`src/core/aiode_regs.vh`:
```
// Constants for the analog input limit and diagnostic event block.
// What this block does
// Each channel holds a conversion-speed code 00h..08h selecting a conversion time.
// Limits are accepted only inside the nominal range or as their disable code, otherwise a parameterization error.
// Upper limit 7FFFh or lower limit 8000h switches that limit monitor off.
// A value beyond an active, enabled limit raises a process interrupt.
// Listed faults go out as diagnostic interrupts; only wire break has an enable.
// Process record overflow byte: bit n flags channel n, bits 7..4 read zero.
// Process record underflow byte: bit n flags channel n, bits 7..4 read zero.
// Index 5000h: overflow at subindex 02h, underflow 03h, timestamp 04h and 05h.
// A 32-bit microsecond counter starts from zero at power-on.
// The microsecond counter wraps to zero after its maximum and keeps counting.
// The low 16 counter bits are captured at each process interrupt into the timestamp field.
// With diagnostic interrupts enabled, a new fault issues an incoming interrupt with data.
// When the fault cause vanishes a going interrupt follows by itself.
// Further events of a channel between incoming and going are dropped.
// The module fault indicator is lit from first incoming to last going interrupt.
// Record set 01h serves the diagnostic record, record set 00h its first four bytes.
// Object index 2F01h serves the diagnostic record, 2F00h its first four bytes.
// Process interrupts go as emergency message on CANopen, else as diagnostic message.
// Diagnostic byte bit 6 flags a lost process interrupt, bit 3 a buffer overflow.
// Limits and values compare as signed 16-bit two's complement numbers.
// A limit event fires only on entry into the out-of-limit state.
`ifndef AIODE_REGS_VH
`define AIODE_REGS_VH
`define AIODE_SPEED_MAX 8'h08
`define AIODE_HIGH_OFF 16'h7FFF
`define AIODE_LOW_OFF 16'h8000
`define AIODE_INDEX_PROC 16'h5000
`define AIODE_INDEX_DIAG_FULL 16'h2F01
`define AIODE_INDEX_DIAG_SHORT 16'h2F00
`define AIODE_RECSET_DIAG_FULL 8'h01
`define AIODE_RECSET_DIAG_SHORT 8'h00
`define AIODE_SUB_HIGH_FLAGS 8'h02
`define AIODE_SUB_LOW_FLAGS 8'h03
`define AIODE_SUB_STAMP_LO 8'h04
`define AIODE_SUB_STAMP_HI 8'h05
`define AIODE_SUB_DIAG_BASE 8'h02
`define AIODE_DIAG_SHORT_LEN 8'h04
`define AIODE_DIAG_LEN 8'h10
`define AIODE_MODTYP_VAL 8'h15
`define AIODE_CHTYP_VAL 8'h71
`define AIODE_NUMBIT_VAL 8'h08
`define AIODE_NUMCH_VAL 8'h04
`define AIODE_ERRD_BUFOVF_BIT 3
`define AIODE_ERRD_COMM_BIT 4
`define AIODE_ERRD_LOST_BIT 6
`define AIODE_ERRA_FAIL_BIT 0
`define AIODE_ERRA_CHAN_BIT 3
`define AIODE_ERRA_PARAM_BIT 7
`define AIODE_CLK_HZ 50000000
`define AIODE_TICK_HZ 1000000
`endif

```
`src/core/aiode_events.v`:
```
// Limit monitors, diagnostic event handling and record readout of the four-channel input.
`include "aiode_regs.vh"
module aiode_events #(
  parameter CLK_HZ = `AIODE_CLK_HZ
) (
  input wire clk_i,
  input wire rst_n_i,
  input wire param_wr_i,
  input wire [1:0] param_ch_i,
  input wire [7:0] param_speed_i,
  input wire param_mains60_i,
  input wire [15:0] param_high_i,
  input wire [15:0] param_low_i,
  input wire [15:0] param_nom_min_i,
  input wire [15:0] param_nom_max_i,
  input wire param_limit_en_i,
  input wire param_wire_break_en_i,
  input wire param_diag_en_i,
  input wire sample_valid_i,
  input wire [1:0] sample_ch_i,
  input wire [15:0] sample_value_i,
  input wire [3:0] wire_break_i,
  input wire [3:0] range_over_i,
  input wire [3:0] range_under_i,
  input wire comm_err_i,
  input wire canopen_attached_i,
  input wire proc_ack_i,
  input wire diag_ack_i,
  input wire rd_req_i,
  input wire rd_by_record_i,
  input wire [7:0] record_set_number_i,
  input wire [15:0] object_index_i,
  input wire [7:0] object_subindex_i,
  output reg rd_valid_o,
  output reg [7:0] rd_data_o,
  output reg rd_err_o,
  output reg proc_irq_emcy_o,
  output reg proc_irq_diagmsg_o,
  output reg diag_incoming_o,
  output reg diag_going_o,
  output reg [2:0] diag_source_o,
  output reg module_fault_indicator_o,
  output reg [47:0] conv_time_o
);
  // Conversion time in tenths of a millisecond for a speed code and mains frequency.
  function [11:0] conv_tenths;
    input [3:0] code;
    input m60;
    begin
      case (code)
        4'h0: conv_tenths = m60 ? 12'hA91 : 12'hCA9;
        4'h1: conv_tenths = m60 ? 12'h55C : 12'h66A;
        4'h2: conv_tenths = m60 ? 12'h2C1 : 12'h34A;
        4'h3: conv_tenths = m60 ? 12'h174 : 12'h1B9;
        4'h4: conv_tenths = m60 ? 12'h0CD : 12'h0F2;
        4'h5: conv_tenths = m60 ? 12'h07A : 12'h08E;
        4'h6: conv_tenths = m60 ? 12'h050 : 12'h05C;
        4'h7: conv_tenths = m60 ? 12'h03B : 12'h042;
        4'h8: conv_tenths = m60 ? 12'h026 : 12'h02A;
        default: conv_tenths = 12'h000;
      endcase
    end
  endfunction

  // True when a limit value lies inside the nominal range or is its own disable code.
  function limit_ok;
    input [15:0] lim;
    input [15:0] off_code;
    input [15:0] nmin;
    input [15:0] nmax;
    begin
      limit_ok = (lim == off_code) || (($signed(lim) >= $signed(nmin)) && ($signed(lim) <= $signed(nmax)));
    end
  endfunction

  // The block reset stands in for power-on, so the ticker restarts from zero with it.
  wire [31:0] us_count;
  aiode_us_ticker #(
    .CLK_HZ(CLK_HZ),
    .TICK_HZ(`AIODE_TICK_HZ)
  ) u_ticker (
    .clk_i(clk_i),
    .rst_n_i(rst_n_i),
    .count_o(us_count)
  );

  reg [3:0] speed [0:3];
  reg [15:0] high_thr [0:3];
  reg [15:0] low_thr [0:3];
  reg [3:0] mains60;
  reg [3:0] limit_en;
  reg [3:0] wb_en;
  reg [3:0] param_err;
  reg diag_en;
  reg [3:0] above;
  reg [3:0] below;
  reg [7:0] limit_high_event_flags;
  reg [7:0] limit_low_event_flags;
  reg [15:0] event_timestamp_low;
  reg proc_pending;
  reg proc_lost;
  reg [4:0] diag_active;
  reg diag_pending;
  reg diag_bufovf;
  reg [7:0] chan_err [0:3];
  integer i;
  integer p;
  integer c;

  // Parameter writes are checked before they take effect; a bad set keeps the old limits.
  wire speed_ok = param_speed_i <= `AIODE_SPEED_MAX;
  wire high_ok = limit_ok(param_high_i, `AIODE_HIGH_OFF, param_nom_min_i, param_nom_max_i);
  wire low_ok = limit_ok(param_low_i, `AIODE_LOW_OFF, param_nom_min_i, param_nom_max_i);
  wire param_good = speed_ok && high_ok && low_ok;

  always @(posedge clk_i) begin
    if (!rst_n_i) begin
      for (p = 0; p < 4; p = p + 1) begin
        speed[p] <= 4'h0;
        high_thr[p] <= `AIODE_HIGH_OFF;
        low_thr[p] <= `AIODE_LOW_OFF;
      end
      mains60 <= 4'h0;
      limit_en <= 4'h0;
      wb_en <= 4'h0;
      param_err <= 4'h0;
      diag_en <= 1'b0;
    end else if (param_wr_i) begin
      diag_en <= param_diag_en_i;
      if (param_good) begin
        speed[param_ch_i] <= param_speed_i[3:0];
        mains60[param_ch_i] <= param_mains60_i;
        high_thr[param_ch_i] <= param_high_i;
        low_thr[param_ch_i] <= param_low_i;
        limit_en[param_ch_i] <= param_limit_en_i;
        wb_en[param_ch_i] <= param_wire_break_en_i;
        param_err[param_ch_i] <= 1'b0;
      end else begin
        param_err[param_ch_i] <= 1'b1;
      end
    end
  end

  // Limit monitors: signed compare, disabled by the extreme codes, edge-triggered.
  wire [15:0] s_high = high_thr[sample_ch_i];
  wire [15:0] s_low = low_thr[sample_ch_i];
  wire hi_on = limit_en[sample_ch_i] && (s_high != `AIODE_HIGH_OFF)
               && ($signed(sample_value_i) > $signed(s_high));
  wire lo_on = limit_en[sample_ch_i] && (s_low != `AIODE_LOW_OFF)
               && ($signed(sample_value_i) < $signed(s_low));
  reg [3:0] new_hi;
  reg [3:0] new_lo;
  always @* begin
    new_hi = 4'h0;
    new_lo = 4'h0;
    if (sample_valid_i) begin
      new_hi[sample_ch_i] = hi_on && !above[sample_ch_i];
      new_lo[sample_ch_i] = lo_on && !below[sample_ch_i];
    end
  end
  wire proc_event = |{new_hi, new_lo};
  // An acknowledge in the same cycle as a new event frees the record for it.
  wire proc_busy = proc_pending && !proc_ack_i;

  // Record read decode, also used for the read side effect on the lost and overflow flags.
  reg [7:0] next_rd_data;
  reg next_rd_err;
  reg errd_read;
  reg [7:0] diag_off;
  reg diag_sel;
  reg [7:0] diag_len;
  wire [7:0] err_a = {param_err != 4'h0, 3'b000, diag_active[3:0] != 4'h0, 2'b00, diag_active != 5'h00};
  reg [7:0] err_d;
  always @* begin
    err_d = 8'h00;
    err_d[`AIODE_ERRD_BUFOVF_BIT] = diag_bufovf;
    err_d[`AIODE_ERRD_COMM_BIT] = comm_err_i;
    err_d[`AIODE_ERRD_LOST_BIT] = proc_lost;
  end
  always @* begin
    next_rd_data = 8'h00;
    next_rd_err = 1'b0;
    errd_read = 1'b0;
    diag_sel = 1'b0;
    diag_off = 8'h00;
    diag_len = `AIODE_DIAG_LEN;
    if (rd_by_record_i) begin
      diag_off = object_subindex_i;
      if (record_set_number_i == `AIODE_RECSET_DIAG_FULL) begin
        diag_sel = 1'b1;
      end else if (record_set_number_i == `AIODE_RECSET_DIAG_SHORT) begin
        diag_sel = 1'b1;
        diag_len = `AIODE_DIAG_SHORT_LEN;
      end
    end else if (object_index_i == `AIODE_INDEX_DIAG_FULL || object_index_i == `AIODE_INDEX_DIAG_SHORT) begin
      diag_sel = object_subindex_i >= `AIODE_SUB_DIAG_BASE;
      diag_off = object_subindex_i - `AIODE_SUB_DIAG_BASE;
      if (object_index_i == `AIODE_INDEX_DIAG_SHORT) begin
        diag_len = `AIODE_DIAG_SHORT_LEN;
      end
    end
    if (diag_sel && diag_off < diag_len) begin
      case (diag_off[3:0])
        4'h0: next_rd_data = err_a;
        4'h1: next_rd_data = `AIODE_MODTYP_VAL;
        4'h3: begin
          next_rd_data = err_d;
          errd_read = rd_req_i;
        end
        4'h4: next_rd_data = `AIODE_CHTYP_VAL;
        4'h5: next_rd_data = `AIODE_NUMBIT_VAL;
        4'h6: next_rd_data = `AIODE_NUMCH_VAL;
        4'h7: next_rd_data = {4'h0, diag_active[3:0]};
        4'h8: next_rd_data = chan_err[0];
        4'h9: next_rd_data = chan_err[1];
        4'hA: next_rd_data = chan_err[2];
        4'hB: next_rd_data = chan_err[3];
        default: next_rd_data = 8'h00;
      endcase
    end else if (!rd_by_record_i && object_index_i == `AIODE_INDEX_PROC) begin
      case (object_subindex_i)
        `AIODE_SUB_HIGH_FLAGS: next_rd_data = limit_high_event_flags;
        `AIODE_SUB_LOW_FLAGS: next_rd_data = limit_low_event_flags;
        `AIODE_SUB_STAMP_LO: next_rd_data = event_timestamp_low[7:0];
        `AIODE_SUB_STAMP_HI: next_rd_data = event_timestamp_low[15:8];
        default: next_rd_err = 1'b1;
      endcase
    end else begin
      next_rd_err = 1'b1;
    end
  end

  // Diagnostic causes: one slot per channel plus a module-level slot.
  reg [4:0] cause;
  reg [2:0] pick;
  reg pick_hit;
  always @* begin
    for (c = 0; c < 4; c = c + 1) begin
      cause[c] = param_err[c] || (wire_break_i[c] && wb_en[c]) || range_over_i[c] || range_under_i[c];
    end
    cause[4] = comm_err_i || proc_lost || diag_bufovf;
    pick = 3'h0;
    pick_hit = 1'b0;
    // Lowest slot wins; a cause that flips back while it waits is never reported.
    for (c = 4; c >= 0; c = c - 1) begin
      if (cause[c] != diag_active[c]) begin
        pick = c[2:0];
        pick_hit = 1'b1;
      end
    end
  end
  wire diag_fire = diag_en && pick_hit;
  wire diag_busy = diag_pending && !diag_ack_i;
  reg [4:0] next_active;
  always @* begin
    next_active = diag_active;
    if (!diag_en) begin
      next_active = 5'h00;
    end else if (pick_hit) begin
      next_active[pick] = cause[pick];
    end
  end

  always @(posedge clk_i) begin
    if (!rst_n_i) begin
      above <= 4'h0;
      below <= 4'h0;
      limit_high_event_flags <= 8'h00;
      limit_low_event_flags <= 8'h00;
      event_timestamp_low <= 16'h0000;
      proc_pending <= 1'b0;
      proc_lost <= 1'b0;
      proc_irq_emcy_o <= 1'b0;
      proc_irq_diagmsg_o <= 1'b0;
      diag_active <= 5'h00;
      diag_pending <= 1'b0;
      diag_bufovf <= 1'b0;
      diag_incoming_o <= 1'b0;
      diag_going_o <= 1'b0;
      diag_source_o <= 3'h0;
      module_fault_indicator_o <= 1'b0;
      for (i = 0; i < 4; i = i + 1) begin
        chan_err[i] <= 8'h00;
      end
      rd_valid_o <= 1'b0;
      rd_data_o <= 8'h00;
      rd_err_o <= 1'b0;
      conv_time_o <= 48'h000000000000;
    end else begin
      if (sample_valid_i) begin
        above[sample_ch_i] <= hi_on;
        below[sample_ch_i] <= lo_on;
      end
      proc_irq_emcy_o <= 1'b0;
      proc_irq_diagmsg_o <= 1'b0;
      if (proc_event && !proc_busy) begin
        limit_high_event_flags <= {4'h0, new_hi};
        limit_low_event_flags <= {4'h0, new_lo};
        event_timestamp_low <= us_count[15:0];
        proc_pending <= 1'b1;
        proc_irq_emcy_o <= canopen_attached_i;
        proc_irq_diagmsg_o <= !canopen_attached_i;
      end else if (proc_ack_i) begin
        proc_pending <= 1'b0;
      end
      // Set wins over the clear-on-read of the diagnostic byte.
      if (proc_event && proc_busy) begin
        proc_lost <= 1'b1;
      end else if (errd_read) begin
        proc_lost <= 1'b0;
      end
      if (diag_fire && diag_busy) begin
        diag_bufovf <= 1'b1;
      end else if (errd_read) begin
        diag_bufovf <= 1'b0;
      end
      if (diag_fire) begin
        diag_pending <= 1'b1;
      end else if (diag_ack_i) begin
        diag_pending <= 1'b0;
      end
      diag_active <= next_active;
      diag_incoming_o <= diag_fire && cause[pick];
      diag_going_o <= diag_fire && !cause[pick];
      if (diag_fire) begin
        diag_source_o <= pick;
      end
      // Channel detail is frozen while its slot is active, so later events are dropped.
      for (i = 0; i < 4; i = i + 1) begin
        if (!diag_active[i]) begin
          chan_err[i] <= {4'h0, range_under_i[i], range_over_i[i], wire_break_i[i] && wb_en[i], param_err[i]};
        end
      end
      module_fault_indicator_o <= next_active != 5'h00;
      rd_valid_o <= rd_req_i;
      rd_data_o <= rd_req_i ? next_rd_data : 8'h00;
      rd_err_o <= rd_req_i && next_rd_err;
      for (i = 0; i < 4; i = i + 1) begin
        conv_time_o[i*12 +: 12] <= conv_tenths(speed[i], mains60[i]);
      end
    end
  end
endmodule

```
`src/core/aiode_us_ticker.v`:
```
// Free-running 32-bit microsecond counter derived from the module clock.
`include "aiode_regs.vh"
module aiode_us_ticker #(
  parameter CLK_HZ = `AIODE_CLK_HZ,
  parameter TICK_HZ = `AIODE_TICK_HZ
) (
  input wire clk_i,
  input wire rst_n_i,
  output reg [31:0] count_o
);
  // The prescaler is eight bits wide, so CLK_HZ may be at most 256 times TICK_HZ.
  localparam [31:0] DIV_COUNT = CLK_HZ / TICK_HZ - 1;
  localparam [7:0] DIV_LAST = DIV_COUNT[7:0];
  reg [7:0] prescale;
  always @(posedge clk_i) begin
    if (!rst_n_i) begin
      prescale <= 8'h00;
      count_o <= 32'h00000000;
    end else if (prescale == DIV_LAST) begin
      prescale <= 8'h00;
      // The natural 32-bit carry-out drop gives the wrap to zero.
      count_o <= count_o + 32'h00000001;
    end else begin
      prescale <= prescale + 8'h01;
    end
  end
endmodule

```
`config.mk`:
```
export PLATFORM = sky130hd
export DESIGN_NAME = aiode_events
export DESIGN_NICKNAME = d
export VERILOG_FILES = /design/src/core/aiode_events.v /design/src/core/aiode_us_ticker.v
export VERILOG_INCLUDE_DIRS = /design/src /design/src/core
export SDC_FILE = /design/constraint.sdc
export NUM_CORES = 1
export LEC_CHECK = 0
export BUFFER_PORTS_ARGS = -buffer_cell sky130_fd_sc_hd__buf_2
export CAP_MARGIN = 25
export CELL_PAD_IN_SITES_DETAIL_PLACEMENT = 1
export CELL_PAD_IN_SITES_GLOBAL_PLACEMENT = 1
export CORE_MARGIN = 2
export CORE_UTILIZATION = 40
export CTS_CLUSTER_DIAMETER = 150
export DETAILED_ROUTE_END_ITERATION = 8
export PLACE_DENSITY_LB_ADDON = 0.25
export SLEW_MARGIN = 30
export SYNTH_ARGS = -nofsm -noshare
export SYNTH_HDL_FRONTEND = slang
export SYNTH_SLANG_ARGS = --single-unit
```
`constraint.sdc`:
```
create_clock -name clk_i -period 6.8 [get_ports clk_i]
set_input_delay 0.68 -clock clk_i [delete_from_list [all_inputs] [get_ports clk_i]]
set_output_delay 0.68 -clock clk_i [all_outputs]
set_load 0.03 [all_outputs]
```
==> impl_metrics.env, run 1 <==
export IMPL_synth_edf_count=160
export IMPL_fin_crit_ns=4.45
export IMPL_grt_pass1_vias=14233
export IMPL_yosys_register_bits=308
export IMPL_post_place_ws_ns=1.72
export IMPL_finalPower_mw=4.72
export IMPL_dp_hpwl_um=37100
export IMPL_clk_pin_slew_worst_paths_ns=0.06
export IMPL_avgSynthCellArea_um2=9.71
export IMPL_nFillCells=4636
export IMPL_yosysUniqueCellTypes=77
export IMPL_die_h_um=207
export IMPL_end_kind="flop"
export IMPL_cts_made_buffers=37
export IMPL_final_setup_viol_count=0
export IMPL_ys_warn_count=0
export IMPL_max_cap_viol_count=0
export IMPL_die_area_um2=43000
export IMPL_arrival_ns=4.93
export IMPL_clock_path_buffers=3
export IMPL_drive_above_1_share=0.174
export IMPL_grt_ovfl_total=0
export IMPL_grt_use_total=0.232
export IMPL_slew_limit_headroom=0.399
export IMPL_place_gp_congestion=0.874
export IMPL_core_area_um2=40800
export IMPL_worstPathMaxFanout=25
export IMPL_drtAntennaViolNets=0
export IMPL_antenna_found_initial=1
export IMPL_synth_seq_area_share=0.470
export IMPL_worstMarginPinSlew_ns=0.893
export IMPL_critPathRequiredTime_ns=7.27
export IMPL_postSynthCellCount=1701
export IMPL_grt_max_degree=78
export IMPL_drt_first_pass_iters=5
export IMPL_drc_errors=0
export IMPL_setup_ws_ns=2.35
export IMPL_start_util=0.405
export IMPL_tritoncts="yes"
export IMPL_cts_root_buffer="clkbuf_16"
export IMPL_rsz0062_at_grt="false"
export IMPL_power_density_nw_per_um2=245
export IMPL_ios=216
export IMPL_period_share=0.655
export IMPL_clk_latency_ns=0.55
export IMPL_hold_violations=0
export IMPL_fp_dieW_um=207
export IMPL_cts_sinks=308
export IMPL_cts_htree_levels=2
export IMPL_first_iter_violations=670
export IMPL_skew_ns=0.0282
export IMPL_drt_total_wl_um=50200
export IMPL_port_buffers=215
export IMPL_leakagePower_nw=7.69
export IMPL_synth_ff_type="edfxtp_1"
export IMPL_fmax_mhz=224
export IMPL_drv_slew=0
export IMPL_ctsHoldBuffers=0
export IMPL_cts_resized=0
export IMPL_setup_tns_ns=0
export IMPL_hold_path_class="in -> reg"
export IMPL_peakVddDrop_mv=0.169
export IMPL_wl_per_cell_um=20.6
export IMPL_hold_worst_slack_ns=0.316
export IMPL_viasPerCell=5.57
export IMPL_syn_area_um2=16500
export IMPL_synth_nets=1954
export IMPL_vias=13557
export IMPL_path_class="in -> reg"
export IMPL_status="complete, no violations"
export IMPL_layout_nets=2127
export IMPL_post_cts_buffers=0
export IMPL_area_delta_synth_final_pct=16.7
export IMPL_start_kind="input port"
export IMPL_async_reset_ff_frac=0
export IMPL_rows=74
export IMPL_grt_pass1_wl_um=79200
export IMPL_postLayoutCoreUtil=0.472
## metal layers
metal	GRT usage	share of wire
met5	0	0
met4	0.0621	0.020
met3	0.0390	0.059
met2	0.396	0.49
met1	0.304	0.44
## placed cells by master (no fill, tap or decap), types with 46 or more instances in the layout
cell        n
a21oi_1    79
buf_2     213
dfxtp_1   148
edfxtp_1  160
ha_1      103
inv_1      94
mux2i_1    46
nand2_1   207
nand3_1    61
nor2_1    216
o21ai_0    69
## logic make-up (layout without fill, tap and decap cells)
family                     Yosys count  in the layout  synth area share
xor gates and xnor gates            38             38            0.0201
AOI/OAI and AO/OA                  277            277             0.106
muxes                               88             88            0.0826
DFF                                308            308             0.470
and+or+nand+nor                    696            696             0.197
buffers and inverters              191            391            0.0467
adders and majority gates          103            103            0.0780
other                                0              1                 0
## area by class of cell
type	count	area [um2]	area share
Antenna cell	1	2.50	0.000130
Clock buffer	46	1040	0.0542
Clock inverter	20	254	0.0132
Inverter	95	357	0.0185
Multi-Input combinational cell	1202	8000	0.415
Sequential cell	308	7770	0.403
Tap cell	532	666	0.0345
Timing Repair Buffer	230	1190	0.0619
## Yosys cell counts, types with 4 or more instances
cell       instances  area share
mux4_2            25       0.034
mux2_2             7      0.0048
or2_2              4      0.0015
mux2i_1           46       0.028
and2_1            18      0.0068
nor3_1            38       0.012
buf_1              7      0.0016
o21ai_0           70       0.021
inv_1             94       0.021
o21a_1            12      0.0055
edfxtp_1         160        0.29
xnor2_1           18      0.0095
dfxtp_1          148        0.18
o31ai_1            4      0.0018
o22ai_1           10      0.0038
a2111oi_0          5      0.0027
nand4_1           45       0.017
and3_1            22      0.0083
nand2b_1           9      0.0034
a21o_1             8      0.0036
ha_1             103       0.078
a21oi_1           79       0.024
o221ai_1           4      0.0021
a221oi_1           7      0.0037
a211oi_1          14      0.0064
o21bai_1           4      0.0018
a21boi_0           4      0.0018
and4_1             9      0.0048
a22oi_1            9      0.0041
clkbuf_1          82       0.019
mux4_1            10       0.016
nor4b_1            4      0.0021
nor2_1           216       0.049
o21ai_1            9      0.0027
o211ai_1           5      0.0023
nor2b_1           23      0.0087
nor4_1            22      0.0083
nand3_1           61       0.018
nand2_1          207       0.047
a31oi_1            5      0.0019
xor2_1            20       0.011
## state kept, by name (all words and copies together) (netlist names), 3 cells and up, named ones only
| name | count |
|---|---|
| u_ticker.prescale | 8 |
| wb_en | 4 |
| mains60 | 4 |
| low_thr | 64 |
| limit_high_event_flags | 4 |
| conv_time_o | 48 |
| diag_source_o | 3 |
| above | 4 |
| rd_data_o | 8 |
| limit_low_event_flags | 4 |
| u_ticker.count_o | 16 |
| high_thr | 64 |
| event_timestamp_low | 16 |
| chan_err | 16 |
| below | 4 |
| diag_active | 5 |
| limit_en | 4 |
| speed | 16 |
## worst paths after layout
| path | cells after the start | to | startpoint | slack [ns] |
|---|---|---|---|---|
| worst max-delay path | 13 | event_timestamp_low[9] | sample_ch_i[0] | 2.35 |
| worst min-delay path | 2 | proc_irq_diagmsg_o | canopen_attached_i | 0.32 |
| worst max register to register | 12 | event_timestamp_low[9] | high_thr[3][9] | 2.74 |
| worst min register to register | 2 | diag_source_o[0] | diag_source_o[0] | 0.46 |
## per-stage QoR
| step | cell area, um2 | instances |
|---|---|---|
| 2_1_floorplan | 16500 | 1701 |
| 3_3_place_gp | 18000 | 2367 |
| 3_5_place_dp | 18000 | 2367 |
| 4_1_cts | 19300 | 2433 |
| 5_1_grt | 19300 | 2433 |
| 6_report | 19300 | 2434 |
## worst max-delay path: stages
cell	delay (ns)
buf_2	0.53
mux4_2	0.60
inv_1	0.07
ha_1	0.17
nand4_1	0.13
nor4_1	0.52
a21boi_0	0.30
nor4_1	0.10
a2111oi_2	0.70
and2b_1	0.34
o21a_1	0.16
buf_4	0.33
mux2i_1	0.25
## power breakdown
part           switching (mW)  total (mW)  leakage (nW)  internal [mW]
logic                   0.347       0.553          4.27          0.206
registers              0.0424        2.06          2.80           2.02
clock network           0.786        2.10         0.634           1.32
total                    1.18        4.72          7.69           3.54
Note: power is estimated with default switching activity, not from simulation.
==> run 2, diff against run 1 <==
==> constraint.sdc (replaced) <==
create_clock -name clk_i -period 3.7 [get_ports clk_i]
set_input_delay 0.37 -clock clk_i [delete_from_list [all_inputs] [get_ports clk_i]]
set_output_delay 0.37 -clock clk_i [all_outputs]
set_load 0.03 [all_outputs]
==> impl_metrics.env, run 2 (synthesis gave the netlist of run 1 again) <==
export IMPL_hold_violations=0
export IMPL_ios=216
export IMPL_first_iter_violations=860
export IMPL_drtAntennaViolNets=0
export IMPL_vias=13873
export IMPL_clock_path_buffers=3
export IMPL_power_density_nw_per_um2=426
export IMPL_grt_max_degree=103
export IMPL_clkPwrFrac=0.417
export IMPL_drv_slew=0
export IMPL_period_share=0.921
export IMPL_grt_pass1_vias=14544
export IMPL_end_kind="flop"
export IMPL_fmax_mhz=294
export IMPL_worstPathMaxFanout=25
export IMPL_leakagePower_nw=7.84
export IMPL_worstMarginPinSlew_ns=0.843
export IMPL_grt_ovfl_total=0
export IMPL_clk_pin_slew_worst_paths_ns=0.06
export IMPL_layout_common_cells="nor2_1 (216), buf_2 (213), nand2_1 (206)"
export IMPL_r2r_start="high_thr[2][14]"
export IMPL_dp_hpwl_um=37700
export IMPL_rsz0062_at_grt="false"
export IMPL_slew_limit_headroom=0.434
export IMPL_max_cap_viol_count=0
export IMPL_reg2regPathDepth=13
export IMPL_tritoncts="yes"
export IMPL_cts_made_buffers=36
export IMPL_p_sw_mw=2.11
export IMPL_drt_total_wl_um=50800
export IMPL_hold_path_class="in -> reg"
export IMPL_die_h_um=207
export IMPL_start_kind="flop"
export IMPL_cts_htree_levels=2
export IMPL_r2r_end="event_timestamp_low[14]"
export IMPL_path_class="reg -> reg"
export IMPL_rows=74
export IMPL_peakVddDrop_mv=0.246
export IMPL_drc_errors=0
export IMPL_status="complete, no violations"
export IMPL_fp_dieW_um=207
export IMPL_drt_first_pass_iters=6
export IMPL_switching_share=0.254
export IMPL_final_setup_viol_count=0
export IMPL_final_common_cell="nor2_1"
export IMPL_grt_use_total=0.236
export IMPL_skew_ns=0.0208
export IMPL_start_util=0.405
export IMPL_endpoint="event_timestamp_low[14]"
export IMPL_clk_latency_ns=0.53
export IMPL_layout_nets=2164
export IMPL_place_gp_congestion=0.869
export IMPL_top_regs="high_thr: 64 flops, low_thr: 64 flops, conv_time_o: 48 flops"
export IMPL_cts_sinks=308
export IMPL_viasPerCell=5.62
export IMPL_drive_above_1_share=0.187
export IMPL_antenna_found_initial=1
export IMPL_critPathRequiredTime_ns=4.15
export IMPL_reg2reg_slack_ns=0.29
export IMPL_core_area_um2=40800
export IMPL_seqPwrFrac=0.455
export IMPL_post_cts_buffers=0
export IMPL_area_delta_synth_final_pct=18.1
export IMPL_wl_per_cell_um=20.6
export IMPL_fin_crit_ns=3.41
export IMPL_intPower_mw=6.20
export IMPL_arrival_ns=3.86
export IMPL_cts_root_buffer="clkbuf_16"
export IMPL_port_buffers=215
export IMPL_cp_startpoint="high_thr[2][14]"
export IMPL_die_area_um2=43000
export IMPL_finalPower_mw=8.31
export IMPL_setup_tns_ns=0
export IMPL_p_comb_frac=0.128
export IMPL_grt_pass1_wl_um=80800
## run 2: cell types whose count changed in the layout (fill, tap and decap cells not counted), sizes merged
cell	before	now
buf	230	266
clkbuf	46	59
clkinv	11	3
bufinv	6	1
dlygate4sd3	0	1
inv	97	96
## run 2: layout make-up
type / instances / area (um2)
Inverter: 95 / 357
Sequential cell: 308 / 7770
Fill cell: 4640 / 21300
Clock inverter: 6 / 58.8
Antenna cell: 1 / 2.50
Clock buffer: 58 / 1090
Timing Repair Buffer: 268 / 1590
Tap cell: 532 / 666
Multi-Input combinational cell: 1202 / 7990
## run 2: per-stage QoR
| stage | std cells | cell area [um2] | utilization | hold WS, ns | worst slack, ns |
|---|---|---|---|---|---|
| after global placement | 2404 | 18400 | 0.450 | 0.439 | -0.0628 |
| after global routing | 2470 | 19500 | 0.478 | 0.0691 | 0.00883 |
| final | 2470 | 19500 | 0.478 | 0.0783 | 0.293 |
| after floorplan | 1701 | 16500 | - | 0.428 | 0.106 |
| after detailed placement | 2404 | 18400 | 0.450 | 0.445 | -0.311 |
| after CTS | 2469 | 19500 | 0.478 | 0.0538 | 0.240 |
## run 2: layer usage
metal / wire length, um / share of wire / vias up / GRT usage
met2: 24500 / 0.48 / 375 / 0.403
li1: - / - / 6547 / -
met5: 0 / 0 / - / 0
met1: 22300 / 0.44 / 6876 / 0.311
met3: 2810 / 0.055 / 75 / 0.0362
met4: 1160 / 0.023 / 0 / 0.0677
## run 2: worst max-delay path: stages, from the launching register on
cell and delay, ns:
edfxtp_1 0.39, mux4_2 0.49, inv_1 0.08, ha_1 0.15
nand4_1 0.17, nor4_1 0.44, a21boi_0 0.26, nor4_1 0.09
a2111oi_2 0.31, buf_4 0.19, and2b_1 0.17, o21a_1 0.18
buf_12 0.20, mux2i_1 0.21
## run 2: repair_timing
| action | CTS | global route |
|---|---|---|
| endpoints found under the setup margin | 0 | 22 |
| gates resized for setup | 0 | 1 |
| hold buffers | 1 | 0 |
| endpoints found under the hold margin | 1 | 0 |
## run 2: power groups by stage
stage               Combinational, mW  Clock, mW  Sequential, mW
floorplan                       0.614          0            3.86
CTS                              1.07       3.54            3.78
finish                           1.06       3.47            3.78
global route                     1.18       3.67            3.80
global placement                 1.01          0            3.85
detailed placement               1.06          0            3.86
## run 2: worst min path at each step
stage / startpoint / endpoint / slack (ns) / depth (start not counted)
finish: param_diag_en_i / diag_en / 0.08 / 3
global route: param_diag_en_i / diag_en / 0.07 / 3
CTS: param_diag_en_i / diag_en / 0.05 / 3
detailed placement: limit_high_event_flags[3] / limit_high_event_flags[3] / 0.44 / 2
global placement: limit_high_event_flags[2] / limit_high_event_flags[2] / 0.44 / 2
floorplan: limit_high_event_flags[1] / limit_high_event_flags[1] / 0.43 / 2
